<file path="config.mk">
export PLATFORM = sky130hd
export DESIGN_NAME = mrzq_host
export DESIGN_NICKNAME = d
export VERILOG_FILES = /design/src/verilog/mrzq_pkg.sv /design/src/verilog/mrzq_capture_mem.sv /design/src/verilog/mrzq_host.sv
export SDC_FILE = /design/constraint.sdc
export NUM_CORES = 2
export LEC_CHECK = 0
export BUFFER_PORTS_ARGS = -buffer_cell sky130_fd_sc_hd__buf_2
export CAP_MARGIN = 20
export CORE_UTILIZATION = 52
export CTS_BUF_LIST = sky130_fd_sc_hd__clkbuf_16
export DETAILED_ROUTE_END_ITERATION = 8
export GPL_ROUTABILITY_DRIVEN = 1
export MAX_ROUTING_LAYER = met4
export PLACE_DENSITY = 0.7
export SLEW_MARGIN = 10
export SYNTH_ARGS = -nofsm -noshare
export SYNTH_HDL_FRONTEND = slang
export SYNTH_SLANG_ARGS = --single-unit
</file>
<file path="constraint.sdc">
create_clock -name ref_clk_in -period 2.3 [get_ports ref_clk_in]
set_input_delay 0.46 -clock ref_clk_in [delete_from_list [all_inputs] [get_ports ref_clk_in]]
set_output_delay 0.46 -clock ref_clk_in [all_outputs]
set_load 0.02 [all_outputs]
</file>
<file path="src/verilog/mrzq_pkg.sv">
// Package of command codes, mode register addresses and timing counts for the mode register host
package mrzq_pkg;

  // Clock rate of ref_clk_in in MHz
  localparam int unsigned CLK_MHZ = 200;

  // Mode register addresses
  localparam logic [7:0] MR_TEMP      = 8'h04;  // Temperature status register
  localparam logic [7:0] MR_PAT_A     = 8'h20;  // Calibration pattern A
  localparam logic [7:0] MR_PAT_B     = 8'h28;  // Calibration pattern B
  localparam logic [7:0] MR_RESET     = 8'h3f;  // Reset write target
  localparam logic [7:0] MR_ZQ        = 8'h0a;  // Impedance calibration target

  // Reset write operand with equal rising and falling CA levels
  localparam logic [7:0] OP_RESET     = 8'hfc;

  // Impedance calibration operands
  localparam logic [7:0] OP_ZQ_INIT   = 8'hff;
  localparam logic [7:0] OP_ZQ_LONG   = 8'hab;
  localparam logic [7:0] OP_ZQ_SHORT  = 8'h56;
  localparam logic [7:0] OP_ZQ_RESET  = 8'hc3;

  // Temperature status field and hot code
  localparam int unsigned TEMP_LSB    = 0;
  localparam int unsigned TEMP_W      = 3;
  localparam logic [2:0]  TEMP_HOT    = 3'h3;

  // Calibration patterns, bit time 0 in bit 7
  localparam logic [7:0] PAT_A_BITS   = 8'haa;
  localparam logic [7:0] PAT_B_BITS   = 8'h33;

  // Burst length and derived half burst
  localparam int unsigned BURST_LEN   = 8;
  localparam int unsigned HALF_BURST  = BURST_LEN / 2;

  // Default timing figures in clock cycles of the memory clock
  localparam int unsigned WL_CYC      = 6;
  localparam int unsigned RL_CYC      = 10;
  localparam int unsigned WTR_CYC     = 4;
  localparam int unsigned RCD_CYC     = 12;   // tMRRI equals tRCD
  localparam int unsigned MRR_CYC     = 4;
  localparam int unsigned MRW_CYC     = 10;

  // Calibration times in ns, and derived cycle counts (rounded up, least times)
  localparam int unsigned ZQINIT_NS   = 1000;
  localparam int unsigned ZQCL_NS     = 360;
  localparam int unsigned ZQCS_NS     = 90;
  localparam int unsigned ZQRST_NS    = 50;
  localparam int unsigned ZQINIT_CYC  = (ZQINIT_NS * CLK_MHZ + 999) / 1000;
  localparam int unsigned ZQCL_CYC    = (ZQCL_NS * CLK_MHZ + 999) / 1000;
  localparam int unsigned ZQCS_CYC    = (ZQCS_NS * CLK_MHZ + 999) / 1000;
  localparam int unsigned ZQRST_CYC   = (ZQRST_NS * CLK_MHZ + 999) / 1000;

  // Boot wait after a reset write, in us
  localparam int unsigned BOOT_US     = 10;
  localparam int unsigned BOOT_CYC    = BOOT_US * CLK_MHZ;

  // Temperature poll period, in ms, and cycles (longest time, rounded down)
  localparam int unsigned POLL_MS     = 16;
  localparam int unsigned POLL_CYC    = POLL_MS * 1000 * CLK_MHZ;

  // Host requests
  typedef enum logic [2:0] {
    MRZQ_REQ_MRR,
    MRZQ_REQ_MRW,
    MRZQ_REQ_RESET,
    MRZQ_REQ_ZQ_INIT,
    MRZQ_REQ_ZQ_LONG,
    MRZQ_REQ_ZQ_SHORT,
    MRZQ_REQ_ZQ_RESET,
    MRZQ_REQ_NONE
  } mrzq_req_t;

endpackage

</file>
<file path="src/verilog/mrzq_capture_mem.sv">
// Small memory that keeps the last value read from each mode register
module mrzq_capture_mem #(
  parameter int unsigned AW = 8,
  parameter int unsigned DW = 8
) (
  input  wire logic          ref_clk_in,
  input  wire logic          we_in,
  input  wire logic [AW-1:0] waddr_in,
  input  wire logic [DW-1:0] wdata_in,
  input  wire logic [AW-1:0] raddr_in,
  output logic      [DW-1:0] rdata_out
);

  logic [DW-1:0] mem [2**AW];  // Storage, not reset

  // Write port and registered read port
  always_ff @(posedge ref_clk_in) begin
    if (we_in) begin
      mem[waddr_in] <= wdata_in;
    end
    rdata_out <= mem[raddr_in];
  end

endmodule

</file>
<file path="src/verilog/mrzq_host.sv">
// Host controller issuing mode register reads, writes, reset and impedance calibration
// Rules of the document that this block and its device work to
// Hold mode register read after read/write bursts
// Only no-operations during a register read
// Wait row-to-column delay after idle power-down
// Device refreshes temperature status every 32 ms
// Temperature code 011 flags overheat risk
// Poll temperature often enough for 2 C margin
// Pattern reads return fixed eight-beat sequences; the device model gives only bit time 0, on one valid beat
// Pattern copied across all lines of lane
// Pattern reads only while device idle
// Register write encoding on CA bus
// Writes to read-only registers are ignored
// Only no-operations during register write time
// Register write only with all banks precharged
// Reads allowed with active banks, writes not
// Reset write returns device to defaults
// Boot timings kept until reset completes
// Reset uses steady CA operand, held around
// Four impedance calibration commands supported
// Calibrate only idle, termination off, bus quiet
// Only no-operations during calibration period
// Clock enable high throughout calibration
// No overlap of shared-resistor calibrations
// Register read encoding and data on low byte
module mrzq_host #(
  parameter int unsigned POLL_CYCLES = mrzq_pkg::POLL_CYC,
  parameter int unsigned BOOT_CYCLES = mrzq_pkg::BOOT_CYC,
  parameter int unsigned ZQI_CYCLES  = mrzq_pkg::ZQINIT_CYC
) (
  input  wire logic       ref_clk_in,
  input  wire logic       rst_n_in,
  input  wire logic       req_valid_in,    // Request strobe
  input  wire logic [2:0] req_kind_in,     // Request kind, mrzq_req_t
  input  wire logic [7:0] req_addr_in,     // Register address
  input  wire logic [7:0] req_data_in,     // Write operand
  input  wire logic       last_rd_in,      // Array read just issued
  input  wire logic       last_wr_in,      // Array write just issued
  input  wire logic       pd_exit_in,      // Idle power-down just left
  input  wire logic       banks_idle_in,   // All banks precharged
  input  wire logic       zq_grant_in,     // Shared resistor free
  input  wire logic [7:0] dq_in,           // Read data, low byte of first beat
  input  wire logic       dq_valid_in,     // First read beat present
  output logic            req_ready_out,   // Ready for a request
  output logic            req_err_out,     // Request refused, one cycle
  output logic            cs_n_out,        // Chip select, active low
  output logic            cke_out,         // Clock enable
  output logic [9:0]      ca_rise_out,     // CA on rising edge
  output logic [9:0]      ca_fall_out,     // CA on falling edge
  output logic            zq_busy_out,     // Holding the shared resistor
  output logic            rd_done_out,     // Read data present, one cycle
  output logic [7:0]      rd_data_out,     // Read value
  output logic            temp_hot_out,    // Temperature code at or above hot level
  output logic [7:0]      cached_out       // Last captured value of req_addr_in
);

  // Sequencer states
  typedef enum logic [2:0] {
    ST_IDLE,
    ST_PRE,
    ST_CMD,
    ST_POST,
    ST_WAIT,
    ST_READ
  } mrzq_st_t;

  // All state in one record
  typedef struct packed {
    mrzq_st_t   st;
    logic [2:0] kind;
    logic [7:0] addr;
    logic [7:0] op;
    logic [31:0] cnt;      // Quiet-time countdown
    logic [7:0] gap;       // Spacing before next register read
    logic [31:0] poll;     // Temperature poll countdown
    logic       poll_req;  // Internal poll pending
    logic       boot;      // Post-reset boot phase
    logic       ready;
    logic       err;
    logic       cs_n;
    logic       cke;
    logic [9:0] ca_r;
    logic [9:0] ca_f;
    logic       zq_busy;
    logic       done;
    logic [7:0] rdata;
    logic       hot;
  } mrzq_state_t;

  mrzq_state_t s_q;  // Registered state
  mrzq_state_t s_d;  // Next state

  logic [7:0] mem_rdata;  // Capture memory read data

  // Encode a register command onto rising and falling CA words
  function automatic logic [19:0] mrzq_enc(input logic rd, input logic [7:0] a,
                                           input logic [7:0] op);
    logic [9:0] r;
    logic [9:0] f;
    // Low six address bits ride the rising edge and the top two the falling edge,
    // so the reset operand leaves every CA line unchanged between the two edges
    r = {a[5:0], rd, 3'h0};
    f = rd ? {8'h00, a[7:6]} : {op, a[7:6]};
    return {r, f};
  endfunction

  // Quiet time for a request kind
  function automatic logic [31:0] mrzq_quiet(input logic [2:0] k);
    logic [31:0] q;
    q = 32'(mrzq_pkg::MRW_CYC);
    unique case (k)
      3'(mrzq_pkg::MRZQ_REQ_RESET):    q = 32'(BOOT_CYCLES);
      3'(mrzq_pkg::MRZQ_REQ_ZQ_INIT):  q = 32'(ZQI_CYCLES);
      3'(mrzq_pkg::MRZQ_REQ_ZQ_LONG):  q = 32'(mrzq_pkg::ZQCL_CYC);
      3'(mrzq_pkg::MRZQ_REQ_ZQ_SHORT): q = 32'(mrzq_pkg::ZQCS_CYC);
      3'(mrzq_pkg::MRZQ_REQ_ZQ_RESET): q = 32'(mrzq_pkg::ZQRST_CYC);
      default:                         q = 32'(mrzq_pkg::MRW_CYC);
    endcase
    return q;
  endfunction

  // Decides whether a request is legal in the current device state
  logic req_ok;
  logic is_zq;
  logic shared_zq;
  logic is_mrr;
  logic [7:0] k_op;

  // Request legality and operand choice
  always_comb begin
    is_mrr    = (req_kind_in == 3'(mrzq_pkg::MRZQ_REQ_MRR));
    is_zq     = (req_kind_in >= 3'(mrzq_pkg::MRZQ_REQ_ZQ_INIT)) &&
                (req_kind_in <= 3'(mrzq_pkg::MRZQ_REQ_ZQ_RESET));
    shared_zq = is_zq && (req_kind_in != 3'(mrzq_pkg::MRZQ_REQ_ZQ_RESET));
    req_ok    = 1'b1;
    if (is_mrr) begin
      // Pattern reads only when idle; other reads may run with active banks
      if ((req_addr_in == mrzq_pkg::MR_PAT_A || req_addr_in == mrzq_pkg::MR_PAT_B) &&
          !banks_idle_in) begin
        req_ok = 1'b0;
      end
    end else if (!banks_idle_in || s_q.boot) begin
      req_ok = 1'b0;
    end
    if (shared_zq && !zq_grant_in) begin
      req_ok = 1'b0;
    end
    if (req_kind_in == 3'(mrzq_pkg::MRZQ_REQ_NONE)) begin
      req_ok = 1'b0;  // Unused code would otherwise go out as a stray register write
    end
    unique case (req_kind_in)
      3'(mrzq_pkg::MRZQ_REQ_RESET):    k_op = mrzq_pkg::OP_RESET;
      3'(mrzq_pkg::MRZQ_REQ_ZQ_INIT):  k_op = mrzq_pkg::OP_ZQ_INIT;
      3'(mrzq_pkg::MRZQ_REQ_ZQ_LONG):  k_op = mrzq_pkg::OP_ZQ_LONG;
      3'(mrzq_pkg::MRZQ_REQ_ZQ_SHORT): k_op = mrzq_pkg::OP_ZQ_SHORT;
      3'(mrzq_pkg::MRZQ_REQ_ZQ_RESET): k_op = mrzq_pkg::OP_ZQ_RESET;
      default:                         k_op = req_data_in;
    endcase
  end

  // Next-state logic of the whole sequencer
  always_comb begin
    s_d       = s_q;
    s_d.err   = 1'b0;
    s_d.done  = 1'b0;
    s_d.cs_n  = 1'b1;  // No-operation by default
    s_d.ca_r  = 10'h000;
    s_d.ca_f  = 10'h000;
    s_d.cke   = 1'b1;

    // Read spacing after bursts and power-down exit
    if (last_wr_in) begin
      s_d.gap = 8'(mrzq_pkg::WL_CYC + 1 + mrzq_pkg::HALF_BURST + mrzq_pkg::WTR_CYC);
    end else if (pd_exit_in && s_q.gap < 8'(mrzq_pkg::RCD_CYC)) begin
      s_d.gap = 8'(mrzq_pkg::RCD_CYC);
    end else if (last_rd_in && s_q.gap < 8'(mrzq_pkg::HALF_BURST)) begin
      s_d.gap = 8'(mrzq_pkg::HALF_BURST);
    end else if (s_q.gap != 8'h00) begin
      s_d.gap = s_q.gap - 8'h01;
    end

    // Temperature poll timer, period chosen for the thermal margin
    if (s_q.poll == 32'h0000_0000) begin
      s_d.poll     = 32'(POLL_CYCLES - 1);
      s_d.poll_req = 1'b1;
    end else begin
      s_d.poll = s_q.poll - 32'h0000_0001;
    end

    unique case (s_q.st)
      ST_IDLE: begin
        s_d.ready = 1'b1;
        if (req_valid_in && s_q.ready) begin
          s_d.ready = 1'b0;
          if (!req_ok) begin
            s_d.err   = 1'b1;  // Refused, stays idle
            s_d.ready = 1'b1;
          end else begin
            s_d.kind    = req_kind_in;
            s_d.addr    = (req_kind_in == 3'(mrzq_pkg::MRZQ_REQ_RESET)) ? mrzq_pkg::MR_RESET :
                          (is_zq ? mrzq_pkg::MR_ZQ : req_addr_in);
            s_d.op      = k_op;
            s_d.zq_busy = shared_zq;
            // Reset holds CA steady one cycle before the command
            s_d.st = (req_kind_in == 3'(mrzq_pkg::MRZQ_REQ_RESET)) ? ST_PRE : ST_CMD;
          end
        end else if (s_q.poll_req && s_q.ready && !s_q.boot) begin
          // Internal temperature status read
          s_d.ready    = 1'b0;
          s_d.poll_req = (s_q.poll == 32'h0000_0000);  // A fresh expiry wins over the clear
          s_d.kind     = 3'(mrzq_pkg::MRZQ_REQ_MRR);
          s_d.addr     = mrzq_pkg::MR_TEMP;
          s_d.st       = ST_CMD;
        end
      end
      ST_PRE: begin
        // Steady CA level before the reset write
        s_d.ca_r = {s_q.op, 2'h0};
        s_d.ca_f = {s_q.op, 2'h0};
        s_d.st   = ST_CMD;
      end
      ST_CMD: begin
        if (s_q.kind == 3'(mrzq_pkg::MRZQ_REQ_MRR) && s_q.gap != 8'h00) begin
          s_d.st = ST_CMD;  // Wait out read spacing
        end else begin
          s_d.cs_n = 1'b0;
          {s_d.ca_r, s_d.ca_f} = mrzq_enc(s_q.kind == 3'(mrzq_pkg::MRZQ_REQ_MRR),
                                          s_q.addr, s_q.op);
          if (s_q.kind == 3'(mrzq_pkg::MRZQ_REQ_MRR)) begin
            s_d.cnt = 32'(mrzq_pkg::RL_CYC + mrzq_pkg::MRR_CYC);
            s_d.st  = ST_READ;
          end else begin
            s_d.cnt  = mrzq_quiet(s_q.kind);
            s_d.boot = (s_q.kind == 3'(mrzq_pkg::MRZQ_REQ_RESET));
            s_d.st   = (s_q.kind == 3'(mrzq_pkg::MRZQ_REQ_RESET)) ? ST_POST : ST_WAIT;
          end
        end
      end
      ST_POST: begin
        // Steady CA level after the reset write
        s_d.ca_r = {s_q.op, 2'h0};
        s_d.ca_f = {s_q.op, 2'h0};
        s_d.st   = ST_WAIT;
      end
      ST_WAIT: begin
        // No-operations only while the quiet time runs
        if (s_q.cnt <= 32'h0000_0001) begin
          s_d.cnt     = 32'h0000_0000;
          s_d.zq_busy = 1'b0;
          s_d.boot    = 1'b0;
          s_d.ready   = 1'b1;
          s_d.st      = ST_IDLE;
        end else begin
          s_d.cnt = s_q.cnt - 32'h0000_0001;
        end
      end
      ST_READ: begin
        // Capture the low byte of the first beat
        if (dq_valid_in) begin
          s_d.rdata = dq_in;
          s_d.done  = 1'b1;
          if (s_q.addr == mrzq_pkg::MR_TEMP) begin
            s_d.hot = (dq_in[mrzq_pkg::TEMP_LSB +: mrzq_pkg::TEMP_W] >= mrzq_pkg::TEMP_HOT);
          end
        end
        if (s_q.cnt <= 32'h0000_0001) begin
          s_d.cnt   = 32'h0000_0000;
          s_d.ready = 1'b1;
          s_d.st    = ST_IDLE;
        end else begin
          s_d.cnt = s_q.cnt - 32'h0000_0001;
        end
      end
      default: begin
        s_d.st = ST_IDLE;
      end
    endcase
  end

  // State register with synchronous reset
  always_ff @(posedge ref_clk_in) begin
    if (!rst_n_in) begin
      s_q       <= '0;
      s_q.st    <= ST_IDLE;
      s_q.cs_n  <= 1'b1;
      s_q.cke   <= 1'b1;
      s_q.ready <= 1'b0;
      s_q.poll  <= 32'(POLL_CYCLES - 1);
    end else begin
      s_q <= s_d;
    end
  end

  // Keeps the last value read from each register, so pattern and temperature reads can be recalled
  mrzq_capture_mem #(
    .AW (8),
    .DW (8)
  ) u_mem (
    .ref_clk_in (ref_clk_in),
    .we_in      (s_d.done),
    .waddr_in   (s_q.addr),
    .wdata_in   (dq_in),
    .raddr_in   (req_addr_in),
    .rdata_out  (mem_rdata)
  );

  // Outputs straight from flip-flops
  assign req_ready_out = s_q.ready;
  assign req_err_out   = s_q.err;
  assign cs_n_out      = s_q.cs_n;
  assign cke_out       = s_q.cke;
  assign ca_rise_out   = s_q.ca_r;
  assign ca_fall_out   = s_q.ca_f;
  assign zq_busy_out   = s_q.zq_busy;
  assign rd_done_out   = s_q.done;
  assign rd_data_out   = s_q.rdata;
  assign temp_hot_out  = s_q.hot;
  assign cached_out    = mem_rdata;

endmodule

</file>
==> flow_summary.yaml <==
routing:
  drc: 0
  vias_per_cell: 6.17
  drt_iter0_markers: 5868
  dr_total_vias: 46650
  finalWirelength_mm: 215
  ant_nets: 0
  routedWlPerCell_um: 28.5
  dr.pass1.iters: 5
floorplan:
  rows: 148
  die_y_um: 408
  die_w_um: 408
  start_util_pct: 52.5
  ioPinCount: 79
  die_area_sq_um: 166000
  coreArea_sq_um: 163000
setup_path:
  critPathMaxStageDelay_ns: 0.56
  path_cells: "mux4_2 -> a22oi_1 -> a21oi_1 -> or4_4 -> and4_1"
  path_class: "reg2reg"
  cp-start-kind: "register"
  cp.required_ns: 3.02
  arrival_ns: 3.03
  slowest_stage: "or4_4"
  end_kind: "register"
  cp_max_fo: 1
clock_network:
  worstSkewPairLatency_ns: 0.85
  htree_levels: 4
  clkSlewWorstSetupHoldPaths_ns: 0.06
  root_buffer: "clkbuf_16"
  numClockSinks: 2184
  cts_max_path_buffers: 3
  cts_tree: "yes"
  numCtsBuffers: 209
synth:
  ys_warn_count: 0
  avgSynthCellArea_sq_um: 19.1
  synth_edf_count: 2048
  synth_cell_type_count: 79
  synthMuxAreaShare_pct: 13.7
  synth_seq_cells: 2184
  syn_area_sq_um: 85500
  yosys.area_share.simple_pct: 4.16
  async_reset_ff_share_pct: 0
  synthAdderAreaFrac_pct: 0.0849
  synth-compound-area-share_pct: 4.37
  synth_top_family_by_area: "multiplexers"
  synth.yosys.seq_area_share_pct: 75.1
  synth_ff_type: "edfxtp_1"
  synth-xor-area-share_pct: 0.492
  synthCells: 4469
layout:
  mostFrequentLayoutCell: "edfxtp_1"
  final_cell_area_sq_um: 101000
  post-route-util_pct: 62.0
  fin_nets: 5240
  syn2layout_area_growth_pct: 18.2
  final_cell_mix: "edfxtp_1 (2048), buf_4 (620), mux4_2 (446), nor2_1 (347), clkbuf_16 (211)"
  drive_above_1_share_pct: 30.5
timing:
  setup_ws_ns: -0.0128
  holdWs_ns: 0.0323
  fmax_mhz: 432
  final_max_slew_viol_count: 0
  setup_violations: 1
  rsz0062_at_grt: "true"
  fin_crit_ns: 2.31
  slew_headroom_pct: 34.1
  tightest_slew_ns: 0.989
  hold_viol: 0
  finalCritPeriodShare_pct: 101
  finClkSkew_ns: 0.0440
grt:
  grt_max_degree: 97
  grt_pass1_wl_mm: 315
  overflow: 0
  grtUsageTotal_pct: 26.7
  antenna_found_initial: 7
  first_global_vias: 46342
outcome:
  status: "complete, but fails checks"
  violations: "negative setup slack"
place:
  dpl_cell_area_sq_um: 94000
  hpwl_mm: 138
  place_ws_ns: -0.961
  port_buffers: 75
  place.gp.congestion: 0.930
min_path:
  hp-class: "in2reg"
job:
  max_cap_violations: 0
power:
  powerDensity_nw_per_um2: 816
  power_mw: 82.5
  p_int_mw: 64.7
  clkPwrFrac_pct: 41.3
  pwr-share-comb_pct: 5.9
  power.switching_mw: 17.7
  switching_share_pct: 21.5
  leakage_nw: 33.7
  ir_drop_mv: 0.732
  power_frac_seq_pct: 52.8
routing by layer:
| layer | wire length [um] | part of all wire, % | GRT usage (%) |
|---|---|---|---|
| met3 | 20300 | 9.4 | 4.99 |
| met1 | 85500 | 40 | 37.0 |
| met4 | 6990 | 3.2 | 8.65 |
| met2 | 103000 | 48 | 40.5 |
| met5 | 0 | 0 | - |
worst max-delay path, delay by kind of cell (launching register included):
family	cells	cell delay, ns
AO/OA/AOI/OAI	2	0.55
multiplexers	1	0.47
flip-flops	1	0.36
AND/OR/NAND/NOR	2	0.80
power groups by stage:
stage | combinational [mW] | sequential [mW] | clock (mW)
after floorplan | 2.35 | 44.4 | 0
after global placement | 4.67 | 44.4 | 0
after detailed placement | 4.75 | 44.4 | 0
after CTS | 4.80 | 43.6 | 34.4
after global routing | 5.13 | 43.6 | 35.9
final | 4.86 | 43.6 | 34.0
cell type report:
type,instances,area (sq um)
antenna,3,7.51
clock buffer,211,5280
clock inverter,178,1570
fill,11172,61900
inverter,20,75.1
multi-input combinational,1970,19800
sequential,2184,64200
tap,2175,2720
timing repair buffer,814,7380
path summary, 6_finish.rpt:
path,from,slack (ns),endpoint,cells after the start
worst max-delay path,u_mem.mem[135][5],-0.01,u_mem.rdata_out[5],5
worst min-delay path,dq_in[7],0.03,u_mem.mem[140][7],1
worst max register to register,u_mem.mem[135][5],-0.01,u_mem.rdata_out[5],5
worst min register to register,s_q[37],0.40,s_q[37],1
synth_stat cells, types with 18 or more instances:
| master | count | share of area (%) |
|---|---|---|
| xnor2_1 | 34 | 0.35 |
| buf_1 | 22 | 0.097 |
| buf_4 | 53 | 0.47 |
| dfxtp_1 | 136 | 3.2 |
| nand2_1 | 163 | 0.72 |
| inv_1 | 20 | 0.088 |
| mux2i_1 | 153 | 1.8 |
| buf_6 | 31 | 0.41 |
| nor2b_1 | 22 | 0.16 |
| a22oi_1 | 164 | 1.4 |
| nor3_1 | 32 | 0.19 |
| o21ai_0 | 43 | 0.25 |
| o22ai_1 | 18 | 0.13 |
| mux4_2 | 446 | 12 |
| nand3_1 | 28 | 0.16 |
| clkbuf_1 | 124 | 0.54 |
| a221oi_1 | 19 | 0.19 |
| a22o_1 | 18 | 0.18 |
| nand4_1 | 33 | 0.24 |
| nor4_1 | 27 | 0.20 |
| nor2_1 | 369 | 1.6 |
| o221ai_1 | 33 | 0.34 |
| buf_2 | 55 | 0.32 |
| a21oi_1 | 119 | 0.70 |
| edfxtp_1 | 2048 | 72 |
| o211ai_1 | 32 | 0.28 |
sequential cells by signal (all words and copies together), names as in the netlist:
name and count:
rd_data_out 8, cs_n_out 1, ca_fall_out 10, zq_busy_out 1
req_err_out 1, s_q 96, ca_rise_out 8, req_ready_out 1
u_mem.mem 2048, u_mem.rdata_out 8, temp_hot_out 1, rd_done_out 1
cell families (layout without fill, tap and decap cells):
kind of cell	Yosys count	count (layout)
compound gates	532	532
xor+xnor	48	48
fa+ha+maj	6	6
buf+inv	316	1223
flops	2184	2184
mux	609	609
other cells	2	6
simple gates	772	772
through the flow:
step	instances	setup TNS, ns
after floorplan	4470	-83.30
after CTS	7549	0
final	7555	-0.0128
after detailed placement	7150	-16.85
after global routing	7552	-0.0940
after global placement	7150	-15.75
repair_timing:
item	in CTS	in global routing
setup endpoints to repair	6	204
hold endpoints to repair	11	0
setup buffers	0	3
hold buffers	10	0
pin swaps	2	6
resized for setup	12	20
cloned	0	0
No activity file was read; power rests on OpenSTA's default activity.
